**src/rtl/fault_mon_pkg.sv**
```systemverilog
// Shared constants for the safety input fault monitor
package fault_mon_pkg;
  // Register offsets (byte addresses, one word each)
  localparam logic [7:0] OFS_FAULT_STATUS = 8'h00;
  localparam logic [7:0] OFS_FAULT_MASK = 8'h04;
  localparam logic [7:0] OFS_LIMIT_ONE = 8'h08;
  localparam logic [7:0] OFS_LIMIT_TWO = 8'h0c;
  localparam logic [7:0] OFS_LIMIT_THREE = 8'h10;
  localparam logic [7:0] OFS_LIMIT_FOUR = 8'h14;
  localparam logic [7:0] OFS_LIMIT_FIVE = 8'h18;
  localparam logic [7:0] OFS_FILTER_SETTING = 8'h1c;
  localparam logic [7:0] OFS_CONTROL = 8'h20;
  localparam logic [7:0] OFS_LIVE_STATE = 8'h24;
  localparam logic [7:0] OFS_FAULT_CODE = 8'h28;

  // Fault status bit positions
  localparam int FLT_INPUT_ONE = 0;
  localparam int FLT_INPUT_FIVE = 4;
  localparam int FLT_RAIL = 5;
  localparam int FLT_SELF_TEST = 6;
  localparam int FLT_TASK = 7;
  localparam int FLT_TORQUE_OFF = 8;
  localparam int FLT_SINGLE_CH = 9;
  localparam int FLT_BUF_SUPPLY = 10;
  localparam int FLT_COUPLER = 11;
  localparam int FLT_BUF_INIT = 12;
  localparam int FLT_NOISE = 13;
  localparam int NUM_FAULTS = 14;

  // Control register bit
  localparam int CTL_FAULT_RESET = 0;

  // Live state bit positions
  localparam int LIVE_TORQUE_OFF = 0;
  localparam int LIVE_PWM_BLOCK = 1;
  localparam int LIVE_CH_A = 2;
  localparam int LIVE_CH_B = 3;
  localparam int LIVE_INIT_DONE = 4;

  // Reset values
  localparam logic [NUM_FAULTS-1:0] FAULT_MASK_RST = 14'h3fff;
  localparam logic [15:0] LIMIT_RST = 16'h0064;
  localparam logic [7:0] FILTER_RST = 8'h0a;

  // Fault codes, reported as packed decimal digits
  localparam logic [15:0] CODE_NONE = 16'h0000;
  localparam logic [15:0] CODE_INPUT_BASE = 16'h1341;
  localparam logic [15:0] CODE_RAIL = 16'h1350;
  localparam logic [15:0] CODE_SELF_TEST = 16'h1450;
  localparam logic [15:0] CODE_TASK = 16'h1451;
  localparam logic [15:0] CODE_TORQUE_OFF = 16'h1500;
  localparam logic [15:0] CODE_SINGLE_CH = 16'h1501;
  localparam logic [15:0] CODE_BUF_SUPPLY = 16'h1502;
  localparam logic [15:0] CODE_COUPLER = 16'h1503;
  localparam logic [15:0] CODE_BUF_INIT = 16'h1504;
  localparam logic [15:0] CODE_NOISE = 16'h1505;

  // Timing
  localparam int CLK_PERIOD_NS = 5;
  localparam int TICK_NS = 1000;
  localparam int TICK_CYC = TICK_NS / CLK_PERIOD_NS;
  localparam int TASK_PERIOD_NS = 62500;
  localparam int TASK_TIMEOUT_CYC = (2 * TASK_PERIOD_NS) / CLK_PERIOD_NS;
  localparam int BUF_TEST_NS = 10000;
  localparam int BUF_TEST_CYC = BUF_TEST_NS / CLK_PERIOD_NS;
  localparam logic [15:0] SINGLE_CH_LIMIT = 16'h000a;
  localparam int NOISE_EDGES = 4;
endpackage

```
**src/rtl/channel_mismatch.sv**
```systemverilog
// Dual-channel mismatch timer with single-shot fault pulse
`timescale 1ns/100ps
module channel_mismatch
  import fault_mon_pkg::*;
#(
  parameter int CNT_W = 16
) (
  input wire logic clk_sys, // system clock
  input wire logic rst_n, // synchronised reset
  input wire logic tick, // 1 us enable
  input wire logic ch_a, // channel A level
  input wire logic ch_b, // channel B level
  input wire logic [CNT_W-1:0] limit, // allowed mismatch in ticks
  output logic fault // one-cycle pulse on overrun
);
  typedef struct packed {
    logic [CNT_W-1:0] cnt;
    logic tripped;
    logic fault;
  } mm_state_t;

  mm_state_t st_reg, st_next;

  always_comb begin
    st_next = st_reg;
    st_next.fault = 1'b0;
    if (ch_a == ch_b) begin
      st_next.cnt = '0;
      st_next.tripped = 1'b0;
    end else if (tick && !st_reg.tripped) begin
      if (st_reg.cnt >= limit) begin
        st_next.fault = 1'b1;
        st_next.tripped = 1'b1;
      end else begin
        st_next.cnt = st_reg.cnt + 1'b1;
      end
    end
  end

  always_ff @(posedge clk_sys or negedge rst_n) begin
    if (!rst_n) begin
      st_reg <= '0;
    end else begin
      st_reg <= st_next;
    end
  end

  assign fault = st_reg.fault;
endmodule // channel_mismatch

```
**src/rtl/torque_off_filter.sv**
```systemverilog
// Noise filter for one safe torque off channel
`timescale 1ns/100ps
module torque_off_filter
  import fault_mon_pkg::*;
(
  input wire logic clk_sys, // system clock
  input wire logic rst_n, // synchronised reset
  input wire logic tick, // 1 us enable
  input wire logic raw, // unfiltered channel level
  input wire logic [7:0] setting, // quiet time in ticks
  output logic filtered, // accepted level
  output logic noise // one-cycle pulse on too many edges
);
  typedef struct packed {
    logic prev;
    logic stable;
    logic [7:0] quiet;
    logic [2:0] edges;
    logic noise;
  } flt_state_t;

  flt_state_t st_reg, st_next;

  always_comb begin
    st_next = st_reg;
    st_next.noise = 1'b0;
    st_next.prev = raw;
    if (raw != st_reg.prev) begin
      st_next.quiet = '0;
      if (st_reg.edges == 3'(NOISE_EDGES - 1)) begin
        st_next.noise = 1'b1;
        st_next.edges = '0;
      end else begin
        st_next.edges = st_reg.edges + 1'b1;
      end
    end else if (st_reg.quiet >= setting) begin
      st_next.stable = raw;
      st_next.edges = '0;
    end else if (tick) begin
      st_next.quiet = st_reg.quiet + 1'b1;
    end
  end

  // Reset value is "channel removed", so the drive starts in torque off
  always_ff @(posedge clk_sys or negedge rst_n) begin
    if (!rst_n) begin
      st_reg <= '0;
    end else begin
      st_reg <= st_next;
    end
  end

  assign filtered = st_reg.stable;
  assign noise = st_reg.noise;
endmodule // torque_off_filter

```
**src/rtl/safety_input_fault_monitor.sv**
```systemverilog
// Fault supervision of safety inputs, torque off channels and self-tests
//
// Operation
// Input five mismatch longer than its limit raises its discrepancy fault.
// Inputs one to four are supervised alike, each with its own limit.
// Partner chip supply flagged outside 3.0 V to 3.6 V raises rail fault.
// Processor, RAM, flash self-test failure or stack overflow raises self-test fault.
// Missing periodic 16 kHz safety task raises execution fault.
// Loss of either 24 V torque off channel enters torque off and reports it.
// Torque off clears only by fault reset; host resets after inputs recover.
// Only one torque off channel present raises single-channel fault.
// Gate buffer 5 V over or undervoltage raises buffer supply fault.
// Shorted isolation coupler before torque off inputs raises coupler fault.
// Power-on test that gate buffer blocks PWM; failure raises init fault.
// Torque off inputs are noise filtered; excessive toggling raises noise fault.
// Mismatch timer restarts whenever the two channels agree again.
// While torque off is active the gate buffer is held blocked.
//
// Our own choices: the plain strobed port and the register offsets.
`timescale 1ns/100ps
module safety_input_fault_monitor
  import fault_mon_pkg::*;
#(
  parameter int TASK_TIMEOUT = TASK_TIMEOUT_CYC,
  parameter int NUM_INPUTS = 5
) (
  input wire logic clk_sys, // 200 MHz system clock
  input wire logic nrst, // asynchronous active-low reset
  input wire logic [7:0] reg_addr, // register byte address
  input wire logic [31:0] reg_wdata, // register write data
  input wire logic reg_wr, // write strobe
  input wire logic reg_rd, // read strobe
  output logic [31:0] reg_rdata, // read data, cycle after strobe
  input wire logic [NUM_INPUTS-1:0] input_ch_a, // safety inputs, channel A
  input wire logic [NUM_INPUTS-1:0] input_ch_b, // safety inputs, channel B
  input wire logic torque_off_ch_a, // safe torque off channel A, 1 = 24 V present
  input wire logic torque_off_ch_b, // safe torque off channel B, 1 = 24 V present
  input wire logic rail_out_of_range, // partner 3.3 V rail outside window
  input wire logic cpu_test_fail, // processor self-test failed
  input wire logic ram_test_fail, // RAM self-test failed
  input wire logic flash_test_fail, // flash self-test failed
  input wire logic stack_overflow, // stack overflow detected
  input wire logic task_beat, // pulse per executed 16 kHz task
  input wire logic buf_supply_bad, // gate buffer 5 V out of range
  input wire logic coupler_short, // coupler short diagnostic
  input wire logic buf_blocked_fb, // gate buffer reports outputs blocked
  output logic pwm_block, // block gate buffer, high = blocked
  output logic torque_off_active, // safe torque off state
  output logic [15:0] fault_code, // highest-priority active fault code
  output logic irq // level interrupt
);
  typedef enum logic [1:0] {
    INIT_TEST = 2'b01,
    INIT_DONE = 2'b10
  } init_state_t;

  typedef struct packed {
    logic [NUM_FAULTS-1:0] status;
    logic [NUM_FAULTS-1:0] mask;
    logic [NUM_INPUTS-1:0][15:0] limit;
    logic [7:0] filter_set;
    logic [31:0] rdata;
    logic [$clog2(TICK_CYC)-1:0] tick_cnt;
    logic tick;
    logic [$clog2(TASK_TIMEOUT+1)-1:0] task_cnt;
    logic task_lost;
    init_state_t init_st;
    logic [$clog2(BUF_TEST_CYC+1)-1:0] init_cnt;
    logic sto;
    logic [15:0] code;
  } mon_state_t;

  mon_state_t st_reg, st_next;
  logic [1:0] rst_sync_reg;
  logic rst_n;
  logic [NUM_INPUTS-1:0] input_fault;
  logic filt_a, filt_b, noise_a, noise_b, single_fault;
  logic [NUM_FAULTS-1:0] events;
  logic wr_status, wr_control;

  // Highest bit wins, so a pending input fault never hides torque off
  function automatic logic [15:0] encode_fault(input logic [NUM_FAULTS-1:0] f);
    logic [15:0] c;
    c = CODE_NONE;
    for (int i = 0; i < NUM_FAULTS; i++) begin
      if (f[i]) begin
        case (i)
          FLT_RAIL: c = CODE_RAIL;
          FLT_SELF_TEST: c = CODE_SELF_TEST;
          FLT_TASK: c = CODE_TASK;
          FLT_TORQUE_OFF: c = CODE_TORQUE_OFF;
          FLT_SINGLE_CH: c = CODE_SINGLE_CH;
          FLT_BUF_SUPPLY: c = CODE_BUF_SUPPLY;
          FLT_COUPLER: c = CODE_COUPLER;
          FLT_BUF_INIT: c = CODE_BUF_INIT;
          FLT_NOISE: c = CODE_NOISE;
          default: c = CODE_INPUT_BASE + 16'(i);
        endcase
      end
    end
    return c;
  endfunction

  function automatic logic hit(input logic [7:0] a, input logic [7:0] ofs);
    return a == ofs;
  endfunction

  // Reset release through two flops, assertion stays asynchronous
  always_ff @(posedge clk_sys or negedge nrst) begin
    if (!nrst) begin
      rst_sync_reg <= 2'b00;
    end else begin
      rst_sync_reg <= {rst_sync_reg[0], 1'b1};
    end
  end
  assign rst_n = rst_sync_reg[1];

  genvar gi;
  generate
    for (gi = 0; gi < NUM_INPUTS; gi++) begin : g_input
      channel_mismatch #(.CNT_W(16)) u_mismatch (
        .clk_sys(clk_sys),
        .rst_n(rst_n),
        .tick(st_reg.tick),
        .ch_a(input_ch_a[gi]),
        .ch_b(input_ch_b[gi]),
        .limit(st_reg.limit[gi]),
        .fault(input_fault[gi])
      );
    end
  endgenerate

  torque_off_filter u_filter_a (
    .clk_sys(clk_sys),
    .rst_n(rst_n),
    .tick(st_reg.tick),
    .raw(torque_off_ch_a),
    .setting(st_reg.filter_set),
    .filtered(filt_a),
    .noise(noise_a)
  );

  torque_off_filter u_filter_b (
    .clk_sys(clk_sys),
    .rst_n(rst_n),
    .tick(st_reg.tick),
    .raw(torque_off_ch_b),
    .setting(st_reg.filter_set),
    .filtered(filt_b),
    .noise(noise_b)
  );

  // Channels disagreeing past a short limit means one channel is dead
  channel_mismatch #(.CNT_W(16)) u_single (
    .clk_sys(clk_sys),
    .rst_n(rst_n),
    .tick(st_reg.tick),
    .ch_a(filt_a),
    .ch_b(filt_b),
    .limit(SINGLE_CH_LIMIT),
    .fault(single_fault)
  );

  assign wr_status = reg_wr && hit(reg_addr, OFS_FAULT_STATUS);
  assign wr_control = reg_wr && hit(reg_addr, OFS_CONTROL);

  always_comb begin
    events = '0;
    events[FLT_INPUT_FIVE:FLT_INPUT_ONE] = input_fault;
    events[FLT_RAIL] = rail_out_of_range;
    events[FLT_SELF_TEST] = cpu_test_fail | ram_test_fail
                            | flash_test_fail | stack_overflow;
    events[FLT_TASK] = st_reg.task_lost;
    events[FLT_TORQUE_OFF] = st_reg.sto;
    events[FLT_SINGLE_CH] = single_fault;
    events[FLT_BUF_SUPPLY] = buf_supply_bad;
    events[FLT_COUPLER] = coupler_short;
    events[FLT_BUF_INIT] = 1'b0;
    events[FLT_NOISE] = noise_a | noise_b;
  end

  always_comb begin
    st_next = st_reg;

    // 1 us tick divider
    st_next.tick = 1'b0;
    if (st_reg.tick_cnt == ($clog2(TICK_CYC))'(TICK_CYC - 1)) begin
      st_next.tick_cnt = '0;
      st_next.tick = 1'b1;
    end else begin
      st_next.tick_cnt = st_reg.tick_cnt + 1'b1;
    end

    // Safety task watchdog: two missed periods count as not executed
    st_next.task_lost = 1'b0;
    if (task_beat) begin
      st_next.task_cnt = '0;
    end else if (st_reg.task_cnt == ($clog2(TASK_TIMEOUT+1))'(TASK_TIMEOUT)) begin
      st_next.task_lost = 1'b1;
      st_next.task_cnt = '0;
    end else begin
      st_next.task_cnt = st_reg.task_cnt + 1'b1;
    end

    // Power-on blocking test of the gate buffer
    case (st_reg.init_st)
      INIT_TEST: begin
        if (st_reg.init_cnt == ($clog2(BUF_TEST_CYC+1))'(BUF_TEST_CYC)) begin
          st_next.init_st = INIT_DONE;
        end else begin
          st_next.init_cnt = st_reg.init_cnt + 1'b1;
        end
      end
      INIT_DONE: begin
        st_next.init_cnt = st_reg.init_cnt;
      end
      default: begin
        st_next.init_st = INIT_TEST;
      end
    endcase

    // Torque off: entered on any channel loss, left only by fault reset
    if (!filt_a || !filt_b) begin
      st_next.sto = 1'b1;
    end else if (wr_control && reg_wdata[CTL_FAULT_RESET]) begin
      st_next.sto = 1'b0;
    end

    // Sticky status; a new event beats a write-one clear
    if (wr_status) begin
      st_next.status = st_reg.status & ~reg_wdata[NUM_FAULTS-1:0];
    end
    st_next.status = st_next.status | events;
    if (!st_next.sto) begin
      st_next.status[FLT_TORQUE_OFF] = st_next.status[FLT_TORQUE_OFF]
                                       & ~(wr_control && reg_wdata[CTL_FAULT_RESET]);
    end else begin
      st_next.status[FLT_TORQUE_OFF] = 1'b1;
    end
    if (st_reg.init_st == INIT_TEST
        && st_reg.init_cnt == ($clog2(BUF_TEST_CYC+1))'(BUF_TEST_CYC)
        && !buf_blocked_fb) begin
      st_next.status[FLT_BUF_INIT] = 1'b1;
    end

    // Configuration writes
    if (reg_wr) begin
      case (reg_addr)
        OFS_FAULT_MASK: st_next.mask = reg_wdata[NUM_FAULTS-1:0];
        OFS_LIMIT_ONE: st_next.limit[0] = reg_wdata[15:0];
        OFS_LIMIT_TWO: st_next.limit[1] = reg_wdata[15:0];
        OFS_LIMIT_THREE: st_next.limit[2] = reg_wdata[15:0];
        OFS_LIMIT_FOUR: st_next.limit[3] = reg_wdata[15:0];
        OFS_LIMIT_FIVE: st_next.limit[NUM_INPUTS-1] = reg_wdata[15:0];
        OFS_FILTER_SETTING: st_next.filter_set = reg_wdata[7:0];
        default: st_next.mask = st_next.mask;
      endcase
    end

    st_next.code = encode_fault(st_next.status);

    // Read data stands for one cycle only
    st_next.rdata = '0;
    if (reg_rd) begin
      case (reg_addr)
        OFS_FAULT_STATUS: st_next.rdata = 32'(st_reg.status);
        OFS_FAULT_MASK: st_next.rdata = 32'(st_reg.mask);
        OFS_LIMIT_ONE: st_next.rdata = 32'(st_reg.limit[0]);
        OFS_LIMIT_TWO: st_next.rdata = 32'(st_reg.limit[1]);
        OFS_LIMIT_THREE: st_next.rdata = 32'(st_reg.limit[2]);
        OFS_LIMIT_FOUR: st_next.rdata = 32'(st_reg.limit[3]);
        OFS_LIMIT_FIVE: st_next.rdata = 32'(st_reg.limit[NUM_INPUTS-1]);
        OFS_FILTER_SETTING: st_next.rdata = 32'(st_reg.filter_set);
        OFS_LIVE_STATE: begin
          st_next.rdata[LIVE_TORQUE_OFF] = st_reg.sto;
          st_next.rdata[LIVE_PWM_BLOCK] = pwm_block;
          st_next.rdata[LIVE_CH_A] = filt_a;
          st_next.rdata[LIVE_CH_B] = filt_b;
          st_next.rdata[LIVE_INIT_DONE] = (st_reg.init_st == INIT_DONE);
        end
        OFS_FAULT_CODE: st_next.rdata = 32'(st_reg.code);
        default: st_next.rdata = '0;
      endcase
    end
  end

  always_ff @(posedge clk_sys or negedge rst_n) begin
    if (!rst_n) begin
      st_reg <= '0;
      st_reg.mask <= FAULT_MASK_RST;
      st_reg.limit <= {NUM_INPUTS{LIMIT_RST}};
      st_reg.filter_set <= FILTER_RST;
      st_reg.init_st <= INIT_TEST;
      st_reg.sto <= 1'b1;
    end else begin
      st_reg <= st_next;
    end
  end

  // Buffer blocked during the init test, in torque off, and while the FLT_BUF_INIT status bit from a failed test is set
  assign pwm_block = st_reg.sto || (st_reg.init_st == INIT_TEST)
                     || st_reg.status[FLT_BUF_INIT];
  assign torque_off_active = st_reg.sto;
  assign fault_code = st_reg.code;
  assign reg_rdata = st_reg.rdata;
  assign irq = |(st_reg.status & st_reg.mask);
endmodule // safety_input_fault_monitor

```
**config.mk**
```make
export PLATFORM = sky130hd
export DESIGN_NAME = safety_input_fault_monitor
export DESIGN_NICKNAME = d
export VERILOG_FILES = /design/src/rtl/fault_mon_pkg.sv /design/src/rtl/channel_mismatch.sv /design/src/rtl/torque_off_filter.sv /design/src/rtl/safety_input_fault_monitor.sv
export SDC_FILE = /design/constraint.sdc
export NUM_CORES = 1
export LEC_CHECK = 0
export BUFFER_PORTS_ARGS = -buffer_cell sky130_fd_sc_hd__buf_2
export CAP_MARGIN = 10
export CELL_PAD_IN_SITES_DETAIL_PLACEMENT = 1
export CELL_PAD_IN_SITES_GLOBAL_PLACEMENT = 2
export CORE_UTILIZATION = 41
export CTS_BUF_LIST = sky130_fd_sc_hd__clkbuf_4
export DETAILED_ROUTE_END_ITERATION = 10
export MAX_ROUTING_LAYER = met4
export PLACE_DENSITY_LB_ADDON = 0.1
export SLEW_MARGIN = 20
export SYNTH_ARGS = -nofsm -noshare
export SYNTH_HDL_FRONTEND = slang
export SYNTH_SLANG_ARGS = --single-unit
```
**constraint.sdc**
```tcl
create_clock -name clk_sys -period 11.3 [get_ports clk_sys]
set_input_delay 1.695 -clock clk_sys [delete_from_list [all_inputs] [get_ports clk_sys]]
set_output_delay 1.695 -clock clk_sys [all_outputs]
set_load 0.05 [all_outputs]
```
==> run_results.csv, run 1 <==
group,metric,value,unit
run_status,status,"finished clean",
yosys,yosysSeqAreaShare,44.62,%
sta,setup_viol,0,
clocking,cts.reportedPaths.clkPinSlew,0.07,ns
yosys,synthTopCellsByArea,"dfrtp_1 (40%), ha_1 (7.9%), dfstp_2 (4.8%)",
grt,antenna_found_initial,3,
layout,layout-drive-gt1-share,19.24,%
critical_path,crit_type,"flip-flop to primary output",
critical_path,r2r-end,"g_input[3].u_mismatch.st_reg[10]$_DFFE_PN0P_",
yosys,synth-edff-count,0,
floorplan,row_count,76,
route,drtIter0Drc,1149,
sta,rsz0062_at_grt,"false",
yosys,synth_ff_type,"dfrtp_1",
placement,place_hpwl,39940,um
floorplan,dieArea,44560,um2
yosys,synth-xor-area-share,2.248,%
sta,period_minus_slack,4.161,ns
clocking,h-tree-depth,3,
layout,largest_register_ffs,153,
critical_path,critPathBufInv,1,
clocking,insertion_delay,0.84,ns
sta,fin_setup_tns,0,ns
route,drtPass1Iterations,6,
grt,grt_pass1_wl,89000,um
power,power.leakage,8.815,nW
yosys,synth_compound_area_share,16.14,%
critical_path,crit_path_end_kind,"primary output",
grt,first_global_vias,15510,
clocking,numCtsBuffers,95,
yosys,netlist_instances,1808,
critical_path,crit_start,"st_reg[201]$_DFF_PN0_",
critical_path,crit_arrival,2.47,ns
sta,relSlewSlack,28.12,%
critical_path,cp_num_cells,4,
floorplan,core-area,43080,um2
placement,gp_congestion,0.8679,
grt,grt_usage,26.79,%
worst_hold_path,hp-class,"flip-flop to async pin",
placement,io_buffer_count,76,
floorplan,die_h,211.1,um
sta,maxSlewViolCount,0,
clocking,hold_buffers,0,
yosys,async_reset_ff_share,100.0,%
route,wl_per_cell,21.55,um
critical_path,crit_end,"irq",
clocking,clockRootBuffer,"clkbuf_4",
yosys,synthAdderAreaFrac,7.887,%
route,final_antenna_net_count,0,
grt,grt_max_degree,151,
critical_path,cp_max_fo,4,
route,drt_wl_total,55610,um
clocking,post-cts-setup-buffer-count,0,
route,drc_errors,0,
yosys,ys_top_cells_by_count,"dfrtp_1 (285), nand2_1 (152), inv_1 (117)",
critical_path,r2r_start,"st_reg[150]$_DFFE_PN0P_",
critical_path,slowest_delay,0.51,ns
yosys,ys_seq_elements,318,
sta,fmax,240.4,MHz
yosys,synth_top_family_by_area,"simple AND/OR/NAND/NOR gates",
yosys,syn_area,17930,um2
yosys,synth.mux.area_fraction,6.449,%
floorplan,initial_core_util,41.61,%
grt,overflow,0,
clocking,cts_resized,0,
critical_path,ff2ff_path_depth,9,
yosys,yosys.area.top_type_share,39.79,%
floorplan,io_pins,116,
layout,areaGrowthSynthToFinish,11.57,%
sta,fin_crit_sh,36.82,%
yosys,yosysTopAreaCell,"dfrtp_1",
power,ir_drop,0.07557,mV
yosys,post-synth-top-count-cell,"dfrtp_1",
critical_path,critPathLaunchType,"flip-flop",
critical_path,crit_chain,"a22o_1, a221oi_1, nand4_1, buf_2",
layout,fill_cells,4998,
critical_path,reg2reg_slack,8.27,ns
critical_path,slowest_stage,"dfrtp_1",
layout,fin_nets,2091,
yosys,synthSimpleGateAreaFrac,16.74,%
layout,post-route-util,46.43,%
run,maxCapViolCount,0,
clocking,cts_tree,"yes",
sta,worst-slew-pin-transition,1.071,ns
yosys,yosysWarnings,0,
power,p_total,2.720,mW
yosys,avgSynthCellArea,9.915,um2
route,vias_per_cell,5.719,
sta,finClkSkew,0.03445,ns
critical_path,worst_ep_required_time,9.61,ns
route,vias,14760,
clocking,clock_path_buffers,3,
clocking,cts_sinks,318,
critical_path,path_delay_family,"compound AO/OA/AOI/OAI gates",
floorplan,fp.dieW,211.1,um
power,p_per_area,136.0,nW/um2
yosys,synth_cell_types,75,
sta,hold_viol_final,0,
[power breakdown]
| part | total [mW] | internal, mW | switching (mW) | leakage (nW) |
|---|---|---|---|---|
| sequential | 1.22 | 1.17 | 0.0424 | 4.18 |
| combinational | 0.308 | 0.0880 | 0.220 | 3.88 |
| clock | 1.20 | 0.657 | 0.539 | 0.764 |
[layer usage]
metal	track usage (%)	routed length, um	vias to the layer above	share of wire, %
met5	-	0	-	0
met4	8.896	1395	0	2.5
met3	6.021	2943	99	5.3
met2	40.56	25490	371	46
met1	35.41	25780	7484	46
li1	-	-	6802	-
[worst min-delay path by stage]
stage / from / endpoint
final: rst_sync_reg[1]$_DFF_PN0_ / st_reg[20]$_DFFE_PN0P_
after detailed placement: rst_sync_reg[0]$_DFF_PN0_ / rst_sync_reg[1]$_DFF_PN0_
after global placement: rst_sync_reg[1]$_DFF_PN0_ / u_single.st_reg[9]$_DFFE_PN0P_
after floorplan: rst_sync_reg[0]$_DFF_PN0_ / rst_sync_reg[1]$_DFF_PN0_
after global routing: rst_sync_reg[1]$_DFF_PN0_ / u_filter_a.st_reg[4]$_DFFE_PN0P_
after CTS: rst_sync_reg[1]$_DFF_PN0_ / u_single.st_reg[9]$_DFFE_PN0P_
[kinds of logic (layout without fill, tap and decap cells)]
group           Yosys count  in the layout
buf+inv                 228            389
mux                     106            106
flops                   318            318
fa+ha+maj               113            113
simple gates            564            564
other cells               2             28
compound gates          431            431
xor+xnor                 46             46
[stage by stage]
stage / instance area [um2] / setup WS, ns / hold WS (ns) / std cells
floorplan: 18010 / 1.839 / 0.3312 / 1830
global placement: 18680 / 6.880 / 0.3454 / 2400
detailed placement: 18680 / 6.836 / 0.3355 / 2400
CTS: 19970 / 7.075 / 0.3543 / 2575
global route: 20000 / 7.001 / 0.3759 / 2579
finish: 20000 / 7.139 / 0.3179 / 2580
[cells in the final DEF (no fill, tap or decap), types with 21 or more instances in the layout]
cell	n
clkbuf_4	147
dfstp_2	33
and3_1	29
mux2i_1	30
o21ai_0	84
nand2_1	152
a31oi_1	24
a22oi_1	29
nor2_1	89
a21o_1	22
xor2_1	22
dfrtp_1	284
nand4_1	47
xnor2_1	23
ha_1	113
inv_1	117
a21oi_1	105
buf_2	76
or4_1	43
nand3_1	55
conb_1	24
nand2b_1	41
mux2_2	76
clkinv_1	21
o31ai_1	39
[final cells by class]
class                      count  area [um2]  area share (%)
multi-input combinational   1284        8969           44.84
clock buffer                 147        1104           5.518
timing repair buffer          97       554.3           2.772
inverter                     117       439.2           2.196
tap                          585       732.0           3.660
sequential                   318        8003           40.02
clock inverter                28       188.9          0.9447
antenna                        4       10.01         0.05005
Note: power is estimated with default switching activity, not from simulation.
==> run 2: changes to the inputs <==
==> constraint.sdc (replaced) <==
create_clock -name clk_sys -period 3.9 [get_ports clk_sys]
set_input_delay 0.585 -clock clk_sys [delete_from_list [all_inputs] [get_ports clk_sys]]
set_output_delay 0.585 -clock clk_sys [all_outputs]
set_load 0.05 [all_outputs]
==> run_results.csv, run 2 (synthesized netlist as in run 1, its figures left out) <==
group,metric,value,unit
run_status,status,"finished clean",
clocking,cts_sinks,318,
worst_hold_path,hp-class,"primary input to flip-flop",
critical_path,slowest_delay,0.51,ns
route,vias_per_cell,5.646,
critical_path,crit_path_end_kind,"primary output",
clocking,numCtsBuffers,93,
power,ir_drop,0.2292,mV
sta,period_minus_slack,3.003,ns
layout,fin_nets,2105,
sta,fin_hold_ws,0.09516,ns
sta,setup_ws,0.8970,ns
critical_path,path_delay_family,"compound AO/OA/AOI/OAI gates",
sta,maxSlewViolCount,0,
clocking,clock_path_buffers,3,
route,drt_wl_total,55400,um
power,pwr-share-seq,45.9,%
layout,fin_cells,2595,
critical_path,crit_type,"flip-flop to primary output",
sta,hold_viol_final,0,
layout,layout-drive-gt1-share,18.87,%
placement,placed_cells,2410,
critical_path,crit_arrival,2.42,ns
floorplan,io_pins,116,
power,p_sw,2.329,mW
grt,first_global_vias,15290,
sta,relSlewSlack,31.24,%
floorplan,row_count,76,
floorplan,die_h,211.1,um
critical_path,slowest_stage,"dfrtp_1",
power,p_total,7.681,mW
placement,gp_congestion,0.8713,
grt,grt_pass1_wl,88060,um
route,final_antenna_net_count,0,
sta,rsz0062_at_grt,"false",
layout,areaGrowthSynthToFinish,12.08,%
clocking,cts.reportedPaths.clkPinSlew,0.07,ns
run,maxCapViolCount,0,
sta,fmax,333.0,MHz
power,p_clk_share,42.4,%
floorplan,initial_core_util,41.61,%
sta,worst-slew-pin-transition,1.024,ns
critical_path,worst_ep_required_time,3.31,ns
route,wl_per_cell,21.35,um
sta,fin_setup_tns,0,ns
placement,io_buffer_count,76,
critical_path,cp_num_cells,4,
placement,dpl_cell_area,18790,um2
critical_path,critPathBufInv,1,
grt,grt_max_degree,91,
layout,largest_register_ffs,153,
route,drc_errors,0,
layout,finalInstanceArea,20090,um2
layout,final_cell_mix,"dfrtp_1 (284), nand2_1 (152), clkbuf_4 (130)",
route,vias,14650,
critical_path,cp_max_fo,4,
route,drtPass1Iterations,7,
clocking,h-tree-depth,3,
grt,antenna_found_initial,2,
power,p_sw_share,30.32,%
sta,fin_crit_sh,77.00,%
clocking,insertion_delay,0.84,ns
floorplan,core-area,43080,um2
grt,overflow,0,
critical_path,critPathLaunchType,"flip-flop",
clocking,cts_tree,"yes",
sta,finClkSkew,0.05105,ns
grt,grt_usage,26.50,%
clocking,clockRootBuffer,"clkbuf_4",
placement,dp_slack,0.7252,ns
power,power.leakage,8.858,nW
worst_hold_path,whs_path_depth,3,
layout,layout_commonest_cell,"dfrtp_1",
floorplan,fp.dieW,211.1,um
critical_path,ff2ff_path_depth,9,
placement,place_hpwl,40300,um
power,internal_power,5.353,mW
sta,setup_viol,0,
route,drtIter0Drc,855,
critical_path,crit_chain,"a22o_1, a221oi_1, nand4_1, buf_2",
power,p_per_area,382.3,nW/um2
floorplan,dieArea,44560,um2
power,comb_power_share,11.7,%
layout,post-route-util,46.64,%
## run 2: cell count changes in the layout (fill, tap and decap cells not counted), moves of 3 or more
| cell | delta |
|---|---|
| clkbuf_4 | -17 |
| clkinv_1 | +13 |
| buf_4 | +7 |
| dlygate4sd3_1 | +7 |
| clkinv_2 | +4 |
| buf_12 | +3 |
## run 2: worst reg2reg max path, delay by kind of cell, from the launching register on
| kind | cells | cell delay [ns] |
|---|---|---|
| AO/OA/AOI/OAI | 3 | 0.96 |
| AND/OR/NAND/NOR | 3 | 0.80 |
| buffers and inverters | 2 | 0.44 |
| flip-flops | 1 | 0.41 |
| adder cells (fa/ha/maj) | 1 | 0.30 |
## run 2: layout make-up
cell class / count / area (um2)
multi-input cells: 1284 / 8971
flip-flops and latches: 318 / 8003
inverters: 117 / 439.2
fillers: 4978 / 22990
well taps: 585 / 732.0
repair buffers: 113 / 725.7
clock inverters: 46 / 239.0
clock buffers: 130 / 975.9
diodes: 2 / 5.005
## run 2: path summary, 6_finish.rpt
path	start	end	slack (ns)
max	st_reg[201]$_DFF_PN0_	irq	0.90
min	reg_wdata[1]	st_reg[190]$_DFF_PN0_	0.1
max reg2reg	g_input[0].u_mismatch.st_reg[2]$_DFFE_PN0P_	g_input[0].u_mismatch.st_reg[8]$_DFFE_PN0P_	0.91
min reg2reg	rst_sync_reg[1]$_DFF_PN0_	st_reg[32]$_DFF_PN0_	0.27
max in group asynchronous	rst_sync_reg[1]$_DFF_PN0_	u_filter_b.st_reg[7]$_DFFE_PN0P_	2.74
min in group asynchronous	rst_sync_reg[1]$_DFF_PN0_	st_reg[32]$_DFF_PN0_	0.27
## run 2: per-layer routing
| metal | up-vias | routed length [um] | GRT usage (%) |
|---|---|---|---|
| met5 | - | 0 | - |
| met4 | 0 | 1182 | 7.671 |
| met3 | 92 | 3404 | 6.066 |
| met2 | 347 | 25530 | 40.37 |
| met1 | 7376 | 25280 | 35.16 |
| li1 | 6837 | - | - |
## run 2: power groups by stage
stage / Combinational [mW] / Clock, mW / Sequential [mW]
floorplan: 0.586 / 0 / 3.56
global placement: 0.869 / 0 / 3.58
detailed placement: 0.897 / 0 / 3.58
CTS: 0.909 / 3.40 / 3.52
global route: 0.998 / 3.56 / 3.53
finish: 0.897 / 3.26 / 3.52
## run 2: what timing repair did
| item | in CTS | in global routing |
|---|---|---|
| hold buffers | 7 | 0 |
| buffers inserted | 0 | 0 |
| endpoints found under the hold margin | 8 | 0 |
| resized for setup | 0 | 0 |
==> run 3: changes to the inputs <==
==> constraint.sdc (replaced) <==
create_clock -name clk_sys -period 2.96 [get_ports clk_sys]
set_input_delay 0.444 -clock clk_sys [delete_from_list [all_inputs] [get_ports clk_sys]]
set_output_delay 0.444 -clock clk_sys [all_outputs]
set_load 0.05 [all_outputs]
==> run_results.csv, run 3 (synthesized netlist as in run 1, its figures left out) <==
group,metric,value,unit
grt,antenna_found_initial,3,
sta,hold_viol_final,0,
critical_path,critPathLaunchType,"flip-flop",
clocking,clock_path_buffers,3,
sta,period_minus_slack,2.778,ns
sta,relSlewSlack,35.34,%
route,drtPass1Iterations,7,
floorplan,dieArea,44560,um2
route,wl_per_cell,21.32,um
run_status,status,"finished clean",
layout,areaGrowthSynthToFinish,13.79,%
clocking,cts_sinks,318,
sta,fin_crit_sh,93.85,%
floorplan,core-area,43080,um2
grt,grt_pass1_wl,88010,um
critical_path,crit_type,"flip-flop to primary output",
layout,post-route-util,47.35,%
clocking,cts.reportedPaths.clkPinSlew,0.06,ns
power,p_per_area,501.1,nW/um2
layout,largest_register_ffs,153,
route,vias_per_cell,5.677,
power,power.leakage,9.038,nW
placement,placed_cells,2433,
placement,io_buffer_count,76,
route,drtIter0Drc,847,
layout,final_cell_mix,"dfrtp_1 (284), nand2_1 (152), clkbuf_4 (144)",
floorplan,fp.dieW,211.1,um
sta,finClkSkew,0.04037,ns
critical_path,crit_path_end_kind,"primary output",
clocking,cts_resized,0,
critical_path,worst_ep_required_time,2.52,ns
power,ir_drop,0.2777,mV
critical_path,crit_arrival,2.33,ns
placement,place_hpwl,41060,um
clocking,insertion_delay,0.82,ns
run,maxCapViolCount,0,
sta,fin_hold_ws,0.06594,ns
floorplan,die_h,211.1,um
grt,overflow,0,
floorplan,row_count,76,
floorplan,initial_core_util,41.61,%
clocking,cts_tree,"yes",
sta,fmax,360.0,MHz
grt,first_global_vias,15360,
worst_hold_path,hp-class,"primary input to flip-flop",
floorplan,io_pins,116,
route,vias,14950,
clocking,h-tree-depth,3,
layout,layout-drive-gt1-share,20.14,%
layout,fill_cells,4961,
critical_path,cp_max_fo,4,
route,final_antenna_net_count,0,
placement,gp_congestion,0.8874,
layout,fin_cells,2633,
sta,setup_viol,0,
clocking,post-cts-setup-buffer-count,0,
sta,worst-slew-pin-transition,0.9630,ns
grt,grt_max_degree,92,
route,drc_errors,0,
grt,grt_usage,26.60,%
layout,layout_commonest_cell,"dfrtp_1",
route,drt_wl_total,56150,um
clocking,numCtsBuffers,93,
sta,rsz0062_at_grt,"false",
layout,fin_nets,2140,
clocking,clockRootBuffer,"clkbuf_4",
layout,multiInputGateArea,8964,um2
layout,seq_area,8003,um2
sta,maxSlewViolCount,0,
## run 3: cell count changes in the layout (fill, tap and decap cells not counted), sizes merged
cell | before | now
clkinv | 39 | 25
inv | 120 | 121
dlygate4sd3 | 7 | 19
clkbuf | 130 | 144
buf | 106 | 129
diode | 2 | 7
bufinv | 2 | 1
clkinvlp | 2 | 0
## run 3: cell type report
cell class,count,share of cell area [%]
timing repair buffer,148,4.993
sequential,318,39.23
clock buffer,144,5.300
multi-input combinational,1284,43.95
antenna,7,0.08588
inverter,117,2.153
clock inverter,30,0.6993
tap,585,3.589
## run 3: final timing paths
kind / start / to / slack, ns / cells past startpoint
worst max-delay path: st_reg[201]$_DFF_PN0_ / irq / 0.18 / 4
worst min-delay path: input_ch_b[3] / g_input[3].u_mismatch.st_reg[4]$_DFFE_PN0P_ / 0.07 / 3
worst max register to register: g_input[4].u_mismatch.st_reg[2]$_DFFE_PN0P_ / g_input[4].u_mismatch.st_reg[9]$_DFFE_PN0P_ / 0.23 / 9
worst min register to register: rst_sync_reg[1]$_DFF_PN0_ / u_single.st_reg[10]$_DFFE_PN0P_ / 0.27 / 0
max in group asynchronous: rst_sync_reg[1]$_DFF_PN0_ / st_reg[176]$_DFFE_PN1P_ / 1.80 / 1
min in group asynchronous: rst_sync_reg[1]$_DFF_PN0_ / u_single.st_reg[10]$_DFFE_PN0P_ / 0.27 / 0
## run 3: through the flow
step | setup WS, ns | cell area, um2 | power (mW) | setup TNS (ns)
6_report | 0.1819 | 20400 | 10.22 | 0
3_3_place_gp | 0.1640 | 18970 | 5.882 | 0
5_1_grt | 0.005438 | 20390 | 10.76 | 0
4_1_cts | 0.07287 | 20380 | 10.41 | 0
2_1_floorplan | -0.1774 | 18010 | 5.459 | -50.20
3_5_place_dp | 0.1362 | 18970 | 5.921 | 0
## run 3: per-layer routing
metal	share of wire, %	vias to the layer above	global-route usage (%)
met4	2.7	0	8.971
met3	6.1	105	6.081
met2	46	382	40.65
met5	0	-	-
met1	45	7545	34.71
li1	-	6915	-
## run 3: timing repair
| action | CTS | global route |
|---|---|---|
| hold endpoints to repair | 30 | 0 |
| hold buffers | 19 | 0 |
| endpoints found under the setup margin | 0 | 0 |
## run 3: critical path, cell delays in order, from the launching register on
cell and delay [ns]:
dfrtp_1 0.51, a22o_1 0.26, a221oi_1 0.25, nand4_1 0.23
buf_2 0.27
## run 3: power breakdown
part | internal, mW | switching (mW) | total, mW
registers | 4.48 | 0.164 | 4.64
clock network | 2.30 | 2.06 | 4.37
logic | 0.374 | 0.836 | 1.21
